<file path="src/verilog/aisp_defs.svh">
// aisp register map constants and field positions for the summary/port A bank
// assumes inclusion by the bank and its decode module only
`ifndef AISP_DEFS_SVH
`define AISP_DEFS_SVH
`define AISP_ADDR_IRQ_SUM 8'h02
`define AISP_ADDR_PA_CTRL1 8'h03
`define AISP_ADDR_RX_STAT0 8'h14
`define AISP_ADDR_RX_STAT1 8'h15
`define AISP_ADDR_TX_STAT 8'h0a
`define AISP_SUM_TX_BIT 2
`define AISP_SUM_RX_BIT 1
`define AISP_PA_SILENCE_BIT 6
`define AISP_PA_SRC_HI 5
`define AISP_PA_SRC_LO 4
`define AISP_PA_ROLE_BIT 3
`define AISP_PA_FMT_HI 2
`define AISP_PA_FMT_LO 0
`define AISP_PA_CTRL1_RST 8'h00
`define AISP_FMT_LJ24 3'h0
`define AISP_FMT_I2S24 3'h1
`define AISP_FMT_RJ16 3'h4
`define AISP_FMT_RJ18 3'h5
`define AISP_FMT_RJ20 3'h6
`define AISP_FMT_RJ24 3'h7
`define AISP_FMT_UNUSED_A 3'h2
`define AISP_FMT_UNUSED_B 3'h3
`define AISP_SRC_LOOP 2'h0
`define AISP_SRC_PORT_B 2'h1
`define AISP_WLEN_16 5'h10
`define AISP_WLEN_18 5'h12
`define AISP_WLEN_20 5'h14
`define AISP_WLEN_24 5'h18
`endif

</file>
<file path="src/verilog/aisp_pkg.sv">
// aisp types shared by the register bank and its format decoder
// assumes aisp_defs.svh for numeric values
package aisp_pkg;
    typedef enum logic [1:0] {
        AISP_JUST_LEFT,
        AISP_JUST_I2S,
        AISP_JUST_RIGHT,
        AISP_JUST_NONE
    } aisp_just_t;

    typedef struct packed {
        logic silence;
        logic [1:0] src_sel;
        logic master;
        logic [2:0] fmt;
    } aisp_pa_ctrl_t;

    typedef struct packed {
        aisp_just_t just;
        logic [4:0] word_len;
        logic valid;
    } aisp_fmt_t;
endpackage : aisp_pkg

</file>
<file path="src/verilog/aisp_fmt_dec.sv">
// aisp format decoder: turns the three-bit word format into framing info
// assumes one shared decode serves both input and output paths of port A
`timescale 1ns/1ns
`include "aisp_defs.svh"
module aisp_fmt_dec (
    input wire logic [2:0] fmt,
    output aisp_pkg::aisp_fmt_t dec
);
    always_comb begin
        dec = '{just: aisp_pkg::AISP_JUST_NONE, word_len: 5'h00, valid: 1'b0};
        case (fmt)
            `AISP_FMT_LJ24: begin
                dec = '{aisp_pkg::AISP_JUST_LEFT, `AISP_WLEN_24, 1'b1};
            end
            `AISP_FMT_I2S24: begin
                dec = '{aisp_pkg::AISP_JUST_I2S, `AISP_WLEN_24, 1'b1};
            end
            `AISP_FMT_RJ16: begin
                dec = '{aisp_pkg::AISP_JUST_RIGHT, `AISP_WLEN_16, 1'b1};
            end
            `AISP_FMT_RJ18: begin
                dec = '{aisp_pkg::AISP_JUST_RIGHT, `AISP_WLEN_18, 1'b1};
            end
            `AISP_FMT_RJ20: begin
                dec = '{aisp_pkg::AISP_JUST_RIGHT, `AISP_WLEN_20, 1'b1};
            end
            `AISP_FMT_RJ24: begin
                dec = '{aisp_pkg::AISP_JUST_RIGHT, `AISP_WLEN_24, 1'b1};
            end
            default: begin
                // unused codes keep the port framing-less, valid low
                dec = '{aisp_pkg::AISP_JUST_NONE, 5'h00, 1'b0};
            end
        endcase
    end
endmodule : aisp_fmt_dec

</file>
<file path="src/verilog/aisp_bank.sv">
// aisp register bank: global interrupt summary and port A control one
// assumes a host interface front end presents byte reads/writes with a
// one-cycle write strobe; read data is registered one cycle after request
// Behaviour
// - register 02 read-only; bit 2 transmitter, bit 1 receiver, others zero.
// - receiver summary flag is high while any receiver source is active.
// - transmitter flag high while active; host then reads 0x0a.
// - register 03: bit7 zero, silence, source select, clock role, format.
// - one format field drives both input and output paths of port A.
// - format 000 LJ24 default, 001 I2S24, 010/011 unused, 100 RJ16.
// - role zero takes frame and bit clocks in; one drives them out.
// - source 00 loops port A input back, 01 selects port B input.
`timescale 1ns/1ns
`include "aisp_defs.svh"
module aisp_bank #(
    parameter int RX_SRCS = 16,
    parameter int TX_SRCS = 8
) (
    input wire logic CORE_CLK,
    input wire logic RESETN,
    input wire logic HOST_WR,
    input wire logic HOST_RD,
    input wire logic [7:0] HOST_ADDR,
    input wire logic [7:0] HOST_WDATA,
    output logic [7:0] HOST_RDATA,
    output logic HOST_RVALID,
    input wire logic [RX_SRCS-1:0] RX_PENDING,
    input wire logic [RX_SRCS-1:0] RX_ENABLE,
    input wire logic [TX_SRCS-1:0] TX_PENDING,
    input wire logic [TX_SRCS-1:0] TX_ENABLE,
    output aisp_pkg::aisp_pa_ctrl_t PA_CTRL,
    output aisp_pkg::aisp_fmt_t PA_IN_FMT,
    output aisp_pkg::aisp_fmt_t PA_OUT_FMT,
    input wire logic PA_SDATA_IN,
    input wire logic PB_SDATA_IN,
    output logic PA_SDATA_OUT,
    input wire logic PA_LEFT_RIGHT_FRAME_CLOCK_I,
    input wire logic PA_BCK_I,
    input wire logic PA_LEFT_RIGHT_FRAME_CLOCK_GEN,
    input wire logic PA_BCK_GEN,
    output logic PA_LEFT_RIGHT_FRAME_CLOCK_O,
    output logic PA_LEFT_RIGHT_FRAME_CLOCK_OE,
    output logic PA_BCK_O,
    output logic PA_BCK_OE,
    output logic PA_LEFT_RIGHT_FRAME_CLOCK_USE,
    output logic PA_BCK_USE
);
    aisp_pkg::aisp_pa_ctrl_t ctrl_r, ctrl_nxt;
    logic [7:0] rdata_r, rdata_nxt;
    logic rvalid_r, rvalid_nxt;
    logic rx_sum_r, rx_sum_nxt;
    logic tx_sum_r, tx_sum_nxt;
    logic sdout_r, sdout_nxt;
    logic [7:0] sum_word;
    logic [7:0] ctrl_word;
    aisp_pkg::aisp_fmt_t fmt_dec;
    // reserved bit 7 is not stored, so only the low seven bits reach ctrl_r
    localparam logic [7:0] CTRL_RST_WORD = `AISP_PA_CTRL1_RST;

    always_comb begin
        // level flags: no latch, so they drop once sources clear
        rx_sum_nxt = |(RX_PENDING & RX_ENABLE);
        tx_sum_nxt = |(TX_PENDING & TX_ENABLE);
    end

    always_comb begin
        sum_word = 8'h00;
        sum_word[`AISP_SUM_TX_BIT] = tx_sum_r;
        sum_word[`AISP_SUM_RX_BIT] = rx_sum_r;
        ctrl_word = 8'h00;
        ctrl_word[`AISP_PA_SILENCE_BIT] = ctrl_r.silence;
        ctrl_word[`AISP_PA_SRC_HI:`AISP_PA_SRC_LO] = ctrl_r.src_sel;
        ctrl_word[`AISP_PA_ROLE_BIT] = ctrl_r.master;
        ctrl_word[`AISP_PA_FMT_HI:`AISP_PA_FMT_LO] = ctrl_r.fmt;
    end

    always_comb begin
        ctrl_nxt = ctrl_r;
        if (HOST_WR && HOST_ADDR == `AISP_ADDR_PA_CTRL1) begin
            ctrl_nxt.silence = HOST_WDATA[`AISP_PA_SILENCE_BIT];
            ctrl_nxt.src_sel = HOST_WDATA[`AISP_PA_SRC_HI:`AISP_PA_SRC_LO];
            ctrl_nxt.master = HOST_WDATA[`AISP_PA_ROLE_BIT];
            ctrl_nxt.fmt = HOST_WDATA[`AISP_PA_FMT_HI:`AISP_PA_FMT_LO];
        end
        // writes to the summary address are dropped: it is read-only
        rvalid_nxt = HOST_RD;
        rdata_nxt = 8'h00;
        if (HOST_RD) begin
            if (HOST_ADDR == `AISP_ADDR_IRQ_SUM) begin
                rdata_nxt = sum_word;
            end else if (HOST_ADDR == `AISP_ADDR_PA_CTRL1) begin
                rdata_nxt = ctrl_word;
            end else begin
                rdata_nxt = 8'h00;
            end
        end
    end

    always_comb begin
        // silence forces the serial output low regardless of source
        sdout_nxt = 1'b0;
        if (!ctrl_r.silence) begin
            case (ctrl_r.src_sel)
                `AISP_SRC_LOOP: sdout_nxt = PA_SDATA_IN;
                `AISP_SRC_PORT_B: sdout_nxt = PB_SDATA_IN;
                default: sdout_nxt = 1'b0;
            endcase
        end
    end

    always_ff @(posedge CORE_CLK) begin
        if (!RESETN) begin
            ctrl_r <= CTRL_RST_WORD[6:0];
            rdata_r <= 8'h00;
            rvalid_r <= 1'b0;
            rx_sum_r <= 1'b0;
            tx_sum_r <= 1'b0;
            sdout_r <= 1'b0;
        end else begin
            ctrl_r <= ctrl_nxt;
            rdata_r <= rdata_nxt;
            rvalid_r <= rvalid_nxt;
            rx_sum_r <= rx_sum_nxt;
            tx_sum_r <= tx_sum_nxt;
            sdout_r <= sdout_nxt;
        end
    end

    aisp_fmt_dec u_fmt_dec (
        .fmt(ctrl_r.fmt),
        .dec(fmt_dec)
    );

    // one decode feeds both directions so they can never disagree
    assign PA_IN_FMT = fmt_dec;
    assign PA_OUT_FMT = fmt_dec;
    assign PA_CTRL = ctrl_r;
    assign HOST_RDATA = rdata_r;
    assign HOST_RVALID = rvalid_r;
    assign PA_SDATA_OUT = sdout_r;

    // master drives the generated clocks out; slave listens on the pins
    assign PA_LEFT_RIGHT_FRAME_CLOCK_OE = ctrl_r.master;
    assign PA_BCK_OE = ctrl_r.master;
    assign PA_LEFT_RIGHT_FRAME_CLOCK_O = ctrl_r.master & PA_LEFT_RIGHT_FRAME_CLOCK_GEN;
    assign PA_BCK_O = ctrl_r.master & PA_BCK_GEN;
    assign PA_LEFT_RIGHT_FRAME_CLOCK_USE = ctrl_r.master ? PA_LEFT_RIGHT_FRAME_CLOCK_GEN : PA_LEFT_RIGHT_FRAME_CLOCK_I;
    assign PA_BCK_USE = ctrl_r.master ? PA_BCK_GEN : PA_BCK_I;

    AST_SUM_RX: assert property (
        @(posedge CORE_CLK) disable iff (!RESETN)
        HOST_RD && HOST_ADDR == `AISP_ADDR_IRQ_SUM
        |=> HOST_RVALID && HOST_RDATA[`AISP_SUM_RX_BIT] == $past(rx_sum_r))
        else $error("receiver flag read mismatch");
    AST_SUM_TX: assert property (
        @(posedge CORE_CLK) disable iff (!RESETN)
        HOST_RD && HOST_ADDR == `AISP_ADDR_IRQ_SUM
        |=> HOST_RDATA[`AISP_SUM_TX_BIT] == $past(tx_sum_r))
        else $error("transmitter flag read mismatch");
    AST_SUM_ZERO: assert property (
        @(posedge CORE_CLK) disable iff (!RESETN)
        HOST_RD && HOST_ADDR == `AISP_ADDR_IRQ_SUM
        |=> (HOST_RDATA & 8'hf9) == 8'h00)
        else $error("summary reserved bits nonzero");
    AST_RVALID: assert property (
        @(posedge CORE_CLK) disable iff (!RESETN)
        1'b1 |=> HOST_RVALID == $past(HOST_RD))
        else $error("read answer not one cycle after strobe");
    AST_RX_FLAG: assert property (
        @(posedge CORE_CLK) disable iff (!RESETN)
        ##1 rx_sum_r == $past(|(RX_PENDING & RX_ENABLE)))
        else $error("receiver summary not OR of sources");
    AST_RX_CLEAR: assert property (
        @(posedge CORE_CLK) disable iff (!RESETN)
        (RX_PENDING & RX_ENABLE) == '0 |=> !rx_sum_r)
        else $error("receiver flag stuck");
    AST_TX_FLAG: assert property (
        @(posedge CORE_CLK) disable iff (!RESETN)
        (TX_PENDING & TX_ENABLE) == '0 ##1 (TX_PENDING & TX_ENABLE) == '0
        |-> !tx_sum_r)
        else $error("transmitter flag stuck");
    AST_CTRL_RB: assert property (
        @(posedge CORE_CLK) disable iff (!RESETN)
        HOST_WR && HOST_ADDR == `AISP_ADDR_PA_CTRL1 ##1
        HOST_RD && !HOST_WR && HOST_ADDR == `AISP_ADDR_PA_CTRL1
        |=> HOST_RDATA == ($past(HOST_WDATA, 2) & 8'h7f))
        else $error("control readback wrong");
    AST_SILENCE: assert property (
        @(posedge CORE_CLK) disable iff (!RESETN)
        ctrl_r.silence |=> !PA_SDATA_OUT)
        else $error("muted port drives data");
    AST_FMT_BOTH: assert property (
        @(posedge CORE_CLK) disable iff (!RESETN)
        PA_IN_FMT == PA_OUT_FMT)
        else $error("format paths differ");
    AST_FMT_I2S: assert property (
        @(posedge CORE_CLK) disable iff (!RESETN)
        ctrl_r.fmt == `AISP_FMT_I2S24
        |-> PA_IN_FMT.just == aisp_pkg::AISP_JUST_I2S
        && PA_IN_FMT.word_len == `AISP_WLEN_24)
        else $error("i2s decode wrong");
    AST_FMT_RJ16: assert property (
        @(posedge CORE_CLK) disable iff (!RESETN)
        ctrl_r.fmt == `AISP_FMT_RJ16
        |-> PA_OUT_FMT.just == aisp_pkg::AISP_JUST_RIGHT
        && PA_OUT_FMT.word_len == `AISP_WLEN_16)
        else $error("right justified decode wrong");
    AST_FMT_UNUSED: assert property (
        @(posedge CORE_CLK) disable iff (!RESETN)
        ctrl_r.fmt == `AISP_FMT_UNUSED_A || ctrl_r.fmt == `AISP_FMT_UNUSED_B
        |-> !PA_IN_FMT.valid)
        else $error("unused format marked valid");
    AST_ROLE: assert property (
        @(posedge CORE_CLK) disable iff (!RESETN)
        !ctrl_r.master |-> !PA_LEFT_RIGHT_FRAME_CLOCK_OE && !PA_BCK_OE
        && PA_BCK_USE == PA_BCK_I)
        else $error("slave drives clocks");
    AST_MASTER: assert property (
        @(posedge CORE_CLK) disable iff (!RESETN)
        ctrl_r.master |-> PA_LEFT_RIGHT_FRAME_CLOCK_OE && PA_BCK_OE
        && PA_LEFT_RIGHT_FRAME_CLOCK_USE == PA_LEFT_RIGHT_FRAME_CLOCK_GEN && PA_BCK_USE == PA_BCK_GEN)
        else $error("master does not drive clocks");
    AST_LOOP: assert property (
        @(posedge CORE_CLK) disable iff (!RESETN)
        !ctrl_r.silence && ctrl_r.src_sel == `AISP_SRC_LOOP
        && !ctrl_nxt.silence && ctrl_nxt.src_sel == `AISP_SRC_LOOP
        |=> PA_SDATA_OUT == $past(PA_SDATA_IN))
        else $error("loopback data wrong");
    AST_PORTB: assert property (
        @(posedge CORE_CLK) disable iff (!RESETN)
        !ctrl_r.silence && ctrl_r.src_sel == `AISP_SRC_PORT_B
        |=> PA_SDATA_OUT == $past(PB_SDATA_IN))
        else $error("port B data wrong");
    COV_RX: cover property (@(posedge CORE_CLK) disable iff (!RESETN)
        !rx_sum_r ##1 rx_sum_r ##[1:8] !rx_sum_r);
    COV_TX: cover property (@(posedge CORE_CLK) disable iff (!RESETN)
        !tx_sum_r ##1 tx_sum_r);
    COV_MASTER: cover property (@(posedge CORE_CLK) disable iff (!RESETN)
        !ctrl_r.master ##1 ctrl_r.master);
    COV_PORTB: cover property (@(posedge CORE_CLK) disable iff (!RESETN)
        ctrl_r.src_sel == `AISP_SRC_PORT_B && !ctrl_r.silence);
    COV_RJ16: cover property (@(posedge CORE_CLK) disable iff (!RESETN)
        ctrl_r.fmt == `AISP_FMT_RJ16);
endmodule : aisp_bank

</file>
<file path="config.mk">
export PLATFORM = sky130hd
export DESIGN_NAME = aisp_bank
export DESIGN_NICKNAME = d
export VERILOG_FILES = /design/src/verilog/aisp_pkg.sv /design/src/verilog/aisp_fmt_dec.sv /design/src/verilog/aisp_bank.sv
export VERILOG_INCLUDE_DIRS = /design/src /design/src/verilog
export SDC_FILE = /design/constraint.sdc
export NUM_CORES = 1
export LEC_CHECK = 0
export ABC_CLOCK_PERIOD_IN_PS = 2200
export BUFFER_PORTS_ARGS = -buffer_cell sky130_fd_sc_hd__buf_4
export CORE_MARGIN = 2
export CORE_UTILIZATION = 34
export CTS_CLUSTER_DIAMETER = 40
export CTS_CLUSTER_SIZE = 20
export DETAILED_ROUTE_END_ITERATION = 8
export GPL_TIMING_DRIVEN = 0
export PLACE_DENSITY = 0.84
export RECOVER_POWER = 100
export SYNTH_ARGS = -nofsm -noshare
export SYNTH_HDL_FRONTEND = slang
export SYNTH_SLANG_ARGS = --single-unit
</file>
<file path="constraint.sdc">
create_clock -name CORE_CLK -period 2.2 [get_ports CORE_CLK]
set_input_delay 0.44 -clock CORE_CLK [delete_from_list [all_inputs] [get_ports CORE_CLK]]
set_output_delay 0.44 -clock CORE_CLK [all_outputs]
set_load 0.005 [all_outputs]
</file>
==> results.json, run 1 <==
{
  "status": "finished, final reports clean",
  "crit_family": "simple AND/OR/NAND/NOR gates",
  "timing.rr.end": "HOST_RDATA[1]",
  "clockBufferDepth": 2,
  "place_inst": 243,
  "via_per_inst": 4.83,
  "hold_start": "HOST_WDATA[3]",
  "portBuffers": 108,
  "setup_tns_ns": 0,
  "timing.rr.start": "PA_CTRL[1]",
  "drive_above_1_share": 0.593,
  "synth_top_area_frac": 0.391,
  "rows": 18,
  "setup_viol": 0,
  "yosysTopAreaCell": "dfxtp_1",
  "syn_inst": 103,
  "die_area_sq_mm": 0.00314,
  "diodes": 0,
  "holdPathEnd": "PA_BCK_OE",
  "maxSlewHeadroom": 0.603,
  "grt_usage": 0.191,
  "synth.avg_cell_area_sq_um": 8.94,
  "clock-root-buffer": "clkbuf_4",
  "required_ns": 1.76,
  "yosys_warnings": 0,
  "drt_iter0_drc": 30,
  "start_util": 0.365,
  "die_y_um": 56.0,
  "crit_chain": "or2_2, nand2_1, clkbuf_4, buf_4",
  "dpl.hpwl_um": 2720,
  "whs_ns": 0.366,
  "yosysSeqAreaShare": 0.391,
  "drt-wirelength-per-cell_um": 12.4,
  "route.detailed.drc": 0,
  "fmax_mhz": 560,
  "leakage_nw": 0.902,
  "internal-power_w": 0.000499,
  "vdd_ir_drop_max_mv": 0.291,
  "core_area_sq_mm": 0.00252,
  "cp_max_fo": 9,
  "p_seq_frac": 0.523,
  "start_kind": "flop",
  "ys_ff_latch": 18,
  "rsz0062_at_grt": "no",
  "stdcell_count": 246,
  "post_cts_buffers": 0,
  "switching_share": 0.212,
  "io_pins": 113,
  "wl_um": 3050,
  "finalCritPeriodShare": 0.812,
  "antenna_found_initial": 0,
  "worst-path-buf-inv": 2,
  "synth_cell_types": 26,
  "ctsHoldBuffers": 0,
  "routabilityCongestion": 0.772,
  "cts_made_buffers": 3,
  "insertion_delay_ns": 0.29,
  "comb_power_share": 0.227,
  "reg2reg_depth": 2,
  "cp.arrival_ns": 1.35,
  "crit_type": "flop to output pin",
  "final_common_cell": "buf_4",
  "clk_pin_slew_worst_paths_ns": 0.09,
  "vias": 1187,
  "grt_pass1_vias": 1116,
  "ys_top_cells_by_area": "dfxtp_1 (39%), buf_4 (11%), and2_1 (5.4%)",
  "period_minus_slack_ns": 1.79,
  "first_pass_iters": 4,
  "finalMaxSlewViolations": 0,
  "hp-class": "primary input to flop",
  "h-tree-depth": 1,
  "register_area_sq_um": 360,
  "worst_pin_slew_ns": 0.591,
  "syn-cell-area_sq_um": 921,
  "crit_slowest_cell": "dfxtp_1",
  "critical-path-max-stage-delay_ns": 0.40,
  "drv_cap": 0,
  "hold_viol": 0,
  "ant_nets": 0,
  "power_frac_clock": 0.249,
  "area_delta_synth_final_pct": 93.3,
  "worst_clock_skew_ns": 0.000318,
  "grt_pass1_wl_um": 4790,
  "p_per_area_mw_per_mm2": 356,
  "fp.dieW_um": 56.0,
  "cts_tree": "built",
  "grt_max_degree": 11,
  "grt_overflow": 0,
  "multi_input_area_sq_um": 427,
  "n_fill_cell": 204,
  "setup.worst_path.end_class": "output pin",
  "switchingPower_w": 0.000135,
  "power_w": 0.000634,
  "nets": 292,
  "clock-sinks": 18,
  "cts_resized": 0,
  "hold_path_depth": 3,
  "r2r_slack_ns": 1.42,
  "layout_common_cells": "buf_4 (84), clkbuf_4 (39), dfxtp_1 (18)"
}
-- cell families after synthesis --
group	share of synthesized area
other cells	0.00407
mux	0.0571
simple gates	0.250
flops	0.391
buf+inv	0.137
compound gates	0.160
-- power groups by stage --
stage / Combinational, W / Sequential (W) / Clock [W]
global placement: 0.000143 / 0.000339 / 0
global route: 0.000156 / 0.000332 / 0.000181
floorplan: 0.0000349 / 0.000339 / 0
detailed placement: 0.000147 / 0.000339 / 0
finish: 0.000144 / 0.000331 / 0.000158
CTS: 0.000148 / 0.000332 / 0.000160
-- how the worst max path moves through the flow --
stage / from / endpoint / slack [ns] / cells after the start
CTS: PA_CTRL[2] / PA_OUT_FMT[4] / 0.43 / 4
floorplan: HOST_ADDR[6] / PA_CTRL[0] / 0.62 / 5
detailed placement: HOST_ADDR[6] / PA_CTRL[0] / 0.40 / 6
finish: PA_CTRL[2] / PA_OUT_FMT[4] / 0.41 / 4
global route: HOST_ADDR[6] / PA_CTRL[0] / 0.30 / 6
global placement: HOST_ADDR[6] / PA_CTRL[1] / 0.45 / 6
-- layer usage --
layer	track usage	routed length (um)	vias up	part of all wire
li1	-	-	579	-
met1	0.189	965	531	0.32
met2	0.382	1760	73	0.58
met3	0.0372	280	4	0.092
met4	0.0748	48	0	0.016
met5	0	0	-	0
-- registers in the layout, indices dropped and copies added (netlist names) --
signal and count:
HOST_RDATA 7, rx_sum_r 1, tx_sum_r 1, PA_BCK_OE 1
PA_SDATA_OUT 1, PA_CTRL 6, HOST_RVALID 1
-- synth_stat cells --
library cell,instances
nor4_1,1
a22o_1,3
inv_1,1
nand3_1,8
dfxtp_1,18
o21ai_0,7
and2_1,8
mux2i_1,3
or2_2,1
a221oi_1,3
a22oi_1,6
a31oi_1,1
nor3_4,1
clkbuf_8,1
or4b_4,1
and3b_1,1
nor2_1,6
and3_1,2
nand2_1,11
buf_4,13
conb_1,1
nand2b_1,1
buf_6,1
mux2_2,2
a41oi_1,1
or3_1,1
-- cell type report --
cell class	instances	share of cell area
clock buffer	3	0.0126
tap	30	0.0211
inverter	1	0.00211
multi-input combinational	71	0.240
buffer	15	0.0689
sequential	18	0.202
timing repair buffer	108	0.453
-- worst min-delay path: cells and delay by family --
kind / cells / cell delay (ns)
and+or+nand+nor: 1 / 0.05
AOI/OAI and AO/OA: 1 / 0.06
buffers and inverters: 1 / 0.08
-- through the flow --
stage / setup WS [ns] / cell area [sq um] / utilization
after global routing: 0.299 / 1780 / 0.706
after global placement: 0.452 / 1780 / 0.704
after CTS: 0.427 / 1800 / 0.713
after detailed placement: 0.395 / 1780 / 0.704
final: 0.414 / 1780 / 0.706
after floorplan: 0.619 / 928 / -
Note: power is estimated with default switching activity, not from simulation.
==> inputs of run 2 (changes only) <==
ABC_CLOCK_PERIOD_IN_PS = 1600   (was 2200)
CORE_UTILIZATION = 29   (was 34)
PLACE_DENSITY = 0.76   (was 0.84)
clock period = 1.6 ns   (was 2.2 ns; I/O delays follow)
==> results.json, run 2 (synthesized netlist as in run 1, its figures left out) <==
{
  "status": "finished, final reports clean",
  "fmax_mhz": 643,
  "power_w": 0.000857,
  "whs_ns": 0.255,
  "via_per_inst": 4.34,
  "insertion_delay_ns": 0.28,
  "diodes": 0,
  "core_area_sq_mm": 0.00303,
  "io_pins": 113,
  "drive_above_1_share": 0.627,
  "grt_overflow": 0,
  "stdcell_count": 264,
  "finalMaxSlewViolations": 0,
  "dpl.hpwl_um": 2490,
  "wl_um": 2850,
  "nets": 296,
  "setup_ws_ns": 0.0457,
  "vias": 1146,
  "die_y_um": 60.4,
  "first_pass_iters": 3,
  "route.detailed.drc": 0,
  "drv_cap": 0,
  "grt_usage": 0.152,
  "reg2reg_depth": 2,
  "portBuffers": 108,
  "timing.rr.end": "PA_SDATA_OUT",
  "drt_iter0_drc": 12,
  "ctsHoldBuffers": 0,
  "holdPathEnd": "PA_CTRL[6]",
  "setup.worst_path.end_class": "output pin",
  "clockBufferDepth": 2,
  "cp.arrival_ns": 1.23,
  "antenna_found_initial": 0,
  "required_ns": 1.28,
  "fp.dieW_um": 60.4,
  "h-tree-depth": 1,
  "drt-wirelength-per-cell_um": 10.8,
  "grt_pass1_wl_um": 4220,
  "worst_clock_skew_ns": 0.00329,
  "grt_pass1_vias": 1099,
  "hold_start": "HOST_WDATA[6]",
  "start_util": 0.304,
  "ant_nets": 0,
  "hp-class": "primary input to flop",
  "clk_pin_slew_worst_paths_ns": 0.09,
  "leakage_nw": 0.957,
  "period_minus_slack_ns": 1.55,
  "final_common_cell": "buf_4",
  "hold_viol": 0,
  "start_kind": "flop",
  "cp-startpoint": "PA_CTRL[2]",
  "clock-root-buffer": "clkbuf_4",
  "post-place-ws_ns": -0.0866,
  "grt_max_degree": 11,
  "place_inst": 257,
  "cts_tree": "built",
  "cp_max_fo": 7,
  "clock-sinks": 18,
  "largest_register_ffs": 7,
  "routabilityCongestion": 0.702,
  "finalCritPeriodShare": 0.971,
  "p_per_area_mw_per_mm2": 462,
  "timing.rr.start": "PA_CTRL[4]",
  "r2r_slack_ns": 0.82,
  "crit_type": "flop to output pin",
  "rows": 20,
  "area_delta_synth_final_pct": 101,
  "setup_viol": 0,
  "die_area_sq_mm": 0.00364,
  "layout_common_cells": "buf_4 (113), dfxtp_1 (15), clkbuf_4 (15)",
  "hold_path_depth": 3,
  "cts_made_buffers": 3,
  "vdd_ir_drop_max_mv": 0.222
}
==> run 2: cell count changes in the layout (fill, tap and decap cells not counted), moves of 2 or more <==
| cell | previous run | this run |
|---|---|---|
| dfxtp_4 | 0 | 2 |
| clkbuf_4 | 39 | 15 |
| dfxtp_1 | 18 | 15 |
| and2_1 | 1 | 7 |
| buf_4 | 84 | 113 |
| and2_0 | 7 | 1 |
==> run 2: per-stage QoR <==
step / area, sq um / setup TNS (ns) / util
after floorplan: 928 / 0 / -
after global placement: 1790 / -0.552 / 0.593
after detailed placement: 1790 / -0.571 / 0.593
after CTS: 1820 / 0 / 0.601
after global routing: 1850 / -0.0194 / 0.612
final: 1850 / 0 / 0.612
==> run 2: how the worst max path moves through the flow <==
stage,end,slack [ns],depth (start not counted)
after floorplan,PA_CTRL[0],0.14,5
after global placement,PA_CTRL[1],-0.06,6
after detailed placement,PA_CTRL[1],-0.09,6
after CTS,PA_OUT_FMT[4],0.009,4
after global routing,PA_OUT_FMT[4],-0.02,4
final,PA_OUT_FMT[4],0.05,4
==> run 2: power by group <==
group	switching, W	total, W	internal (W)
registers	0.00000189	0.000452	0.000451
logic	0.0000517	0.000198	0.000146
clock network	0.000119	0.000206	0.0000871
==> run 2: what timing repair did <==
action	in CTS	in global routing
endpoints found under the setup margin	4	2
resized for setup	3	3
buffers inserted	0	4
==> run 2: layout make-up <==
class / count / area [sq um]
fill: 291 / 1170
timing repair buffer: 112 / 841
multi-input combinational: 71 / 440
sequential: 18 / 369
buffer: 15 / 123
tap: 44 / 55.1
clock buffer: 3 / 22.5
inverter: 1 / 3.75
==> run 2: worst max-delay path: stages, from the launching register on <==
cell and delay (ns):
dfxtp_4 0.37, or2_2 0.32, nand2_2 0.07, buf_4 0.10
buf_4 0.10
==> run 2: per-layer routing <==
metal | wire (um) | GRT usage | vias up
met2 | 1370 | 0.284 | 79
li1 | - | - | 591
met4 | 17 | 0.0540 | 0
met1 | 1000 | 0.152 | 474
met5 | 0 | 0 | -
met3 | 461 | 0.0576 | 2
==> inputs of run 3 (changes only) <==
CTS_BUF_LIST = sky130_fd_sc_hd__clkbuf_16   (was default)
==> results.json, run 3 (synthesized netlist as in run 1, its figures left out) <==
{
  "status": "finished, final reports clean",
  "ctsHoldBuffers": 0,
  "vias": 1150,
  "period_minus_slack_ns": 1.54,
  "hold_path_depth": 3,
  "final_core_util": 0.617,
  "post-place-ws_ns": -0.0866,
  "fmax_mhz": 650,
  "crit_family": "simple AND/OR/NAND/NOR gates",
  "globalRouteMet2Util": 0.301,
  "p_per_area_mw_per_mm2": 606,
  "grt_pass1_wl_um": 4360,
  "multi_input_area_sq_um": 438,
  "core_area_sq_mm": 0.00303,
  "diodes": 0,
  "holdPathEnd": "PA_BCK_OE",
  "crit_slowest_cell": "dfxtp_2",
  "portBuffers": 108,
  "hold_start": "HOST_WDATA[3]",
  "routabilityCongestion": 0.702,
  "r2r_slack_ns": 0.80,
  "cp_max_fo": 9,
  "crit_type": "flop to output pin",
  "ant_nets": 0,
  "power_w": 0.00113,
  "via_per_inst": 4.42,
  "critical-path-max-stage-delay_ns": 0.36,
  "fp.dieW_um": 60.4,
  "drt-wirelength-per-cell_um": 11.1,
  "grt_pass1_vias": 1123,
  "insertion_delay_ns": 0.24,
  "hold_viol": 0,
  "setup_tns_ns": 0,
  "cp.arrival_ns": 1.22,
  "h-tree-depth": 1,
  "first_pass_iters": 2,
  "layout_common_cells": "buf_4 (87), clkbuf_4 (34), dfxtp_1 (16)",
  "timing.rr.start": "PA_CTRL[2]",
  "grt_max_degree": 11,
  "drt_iter0_drc": 9,
  "dpl.hpwl_um": 2490,
  "nets": 292,
  "worst-path-buf-inv": 2,
  "hp-class": "primary input to flop",
  "antenna_found_initial": 0,
  "reg2reg_depth": 2,
  "start_util": 0.304,
  "setup_viol": 0,
  "whs_ns": 0.293,
  "die_area_sq_mm": 0.00364,
  "finalMaxSlewViolations": 0,
  "wl_um": 2900,
  "met3_usage": 0.0640,
  "vdd_ir_drop_max_mv": 0.299,
  "area_delta_synth_final_pct": 103,
  "setup.worst_path.end_class": "output pin",
  "clk_pin_slew_worst_paths_ns": 0.05,
  "busiest_layer": "met2",
  "finalCritPeriodShare": 0.961,
  "clock-root-buffer": "clkbuf_16",
  "die_y_um": 60.4,
  "required_ns": 1.28,
  "final_common_cell": "buf_4",
  "clock-sinks": 18,
  "io_pins": 113,
  "grt_overflow": 0,
  "clockBufferDepth": 2,
  "n_fill_cell": 284,
  "leakage_nw": 0.945,
  "crit_chain": "or2_2, nand2_1, clkbuf_4, buf_4",
  "route.detailed.drc": 0,
  "start_kind": "flop",
  "drv_cap": 0,
  "worst_clock_skew_ns": 0.000932,
  "grt_usage": 0.158,
  "timing.rr.end": "PA_CTRL[2]",
  "register_area_sq_um": 363,
  "setup_ws_ns": 0.0622,
  "largest_register_ffs": 7,
  "rows": 20,
  "grtUsageMet1": 0.154,
  "drive_above_1_share": 0.611,
  "cts_made_buffers": 3,
  "cts_tree": "built",
  "rsz0062_at_grt": "no"
}
-- run 3: layout make-up --
| type | instances | share of cell area |
|---|---|---|
| Multi-Input combinational cell | 71 | 0.234 |
| Clock buffer | 3 | 0.0402 |
| Buffer | 15 | 0.0656 |
| Timing Repair Buffer | 108 | 0.434 |
| Tap cell | 44 | 0.0295 |
| Inverter | 1 | 0.00201 |
| Sequential cell | 18 | 0.194 |
-- run 3: what timing repair did --
item	CTS	global route
buffers inserted	0	0
resized for setup	0	2
hold endpoints to repair	0	0
endpoints found under the setup margin	0	1
-- run 3: metrics by stage --
step / std cells / area [sq um]
floorplan: 105 / 928
global placement: 257 / 1790
detailed placement: 257 / 1790
CTS: 260 / 1870
global route: 260 / 1870
finish: 260 / 1870
-- run 3: layer usage --
metal,vias to the layer above,share of wire
met5,-,0
met4,0,0.0093
met3,4,0.16
met2,81,0.50
met1,486,0.33
li1,579,-
-- run 3: worst max-delay path by stage --
stage | start | end | slack [ns] | depth (start not counted)
2_1_floorplan | HOST_ADDR[6] | PA_CTRL[0] | 0.14 | 5
3_3_place_gp | HOST_ADDR[6] | PA_CTRL[1] | -0.06 | 6
3_5_place_dp | HOST_ADDR[6] | PA_CTRL[1] | -0.09 | 6
4_1_cts | PA_CTRL[2] | PA_OUT_FMT[4] | 0.03 | 4
5_1_grt | PA_BCK_OE | PA_LEFT_RIGHT_FRAME_CLOCK_USE | 0.005 | 2
6_report | PA_CTRL[2] | PA_OUT_FMT[4] | 0.06 | 4
-- run 3: worst min-delay path, cell delays in order --
cell     delay [ns]
buf_4          0.07
nand3_1        0.05
o21ai_0        0.06
-- run 3: power by group --
group | switching (W) | leakage, nW | internal (W)
logic | 0.0000519 | 0.760 | 0.000146
clock network | 0.000149 | 0.0370 | 0.000328
registers | 0.00000198 | 0.147 | 0.000456
total | 0.000202 | 0.945 | 0.000929
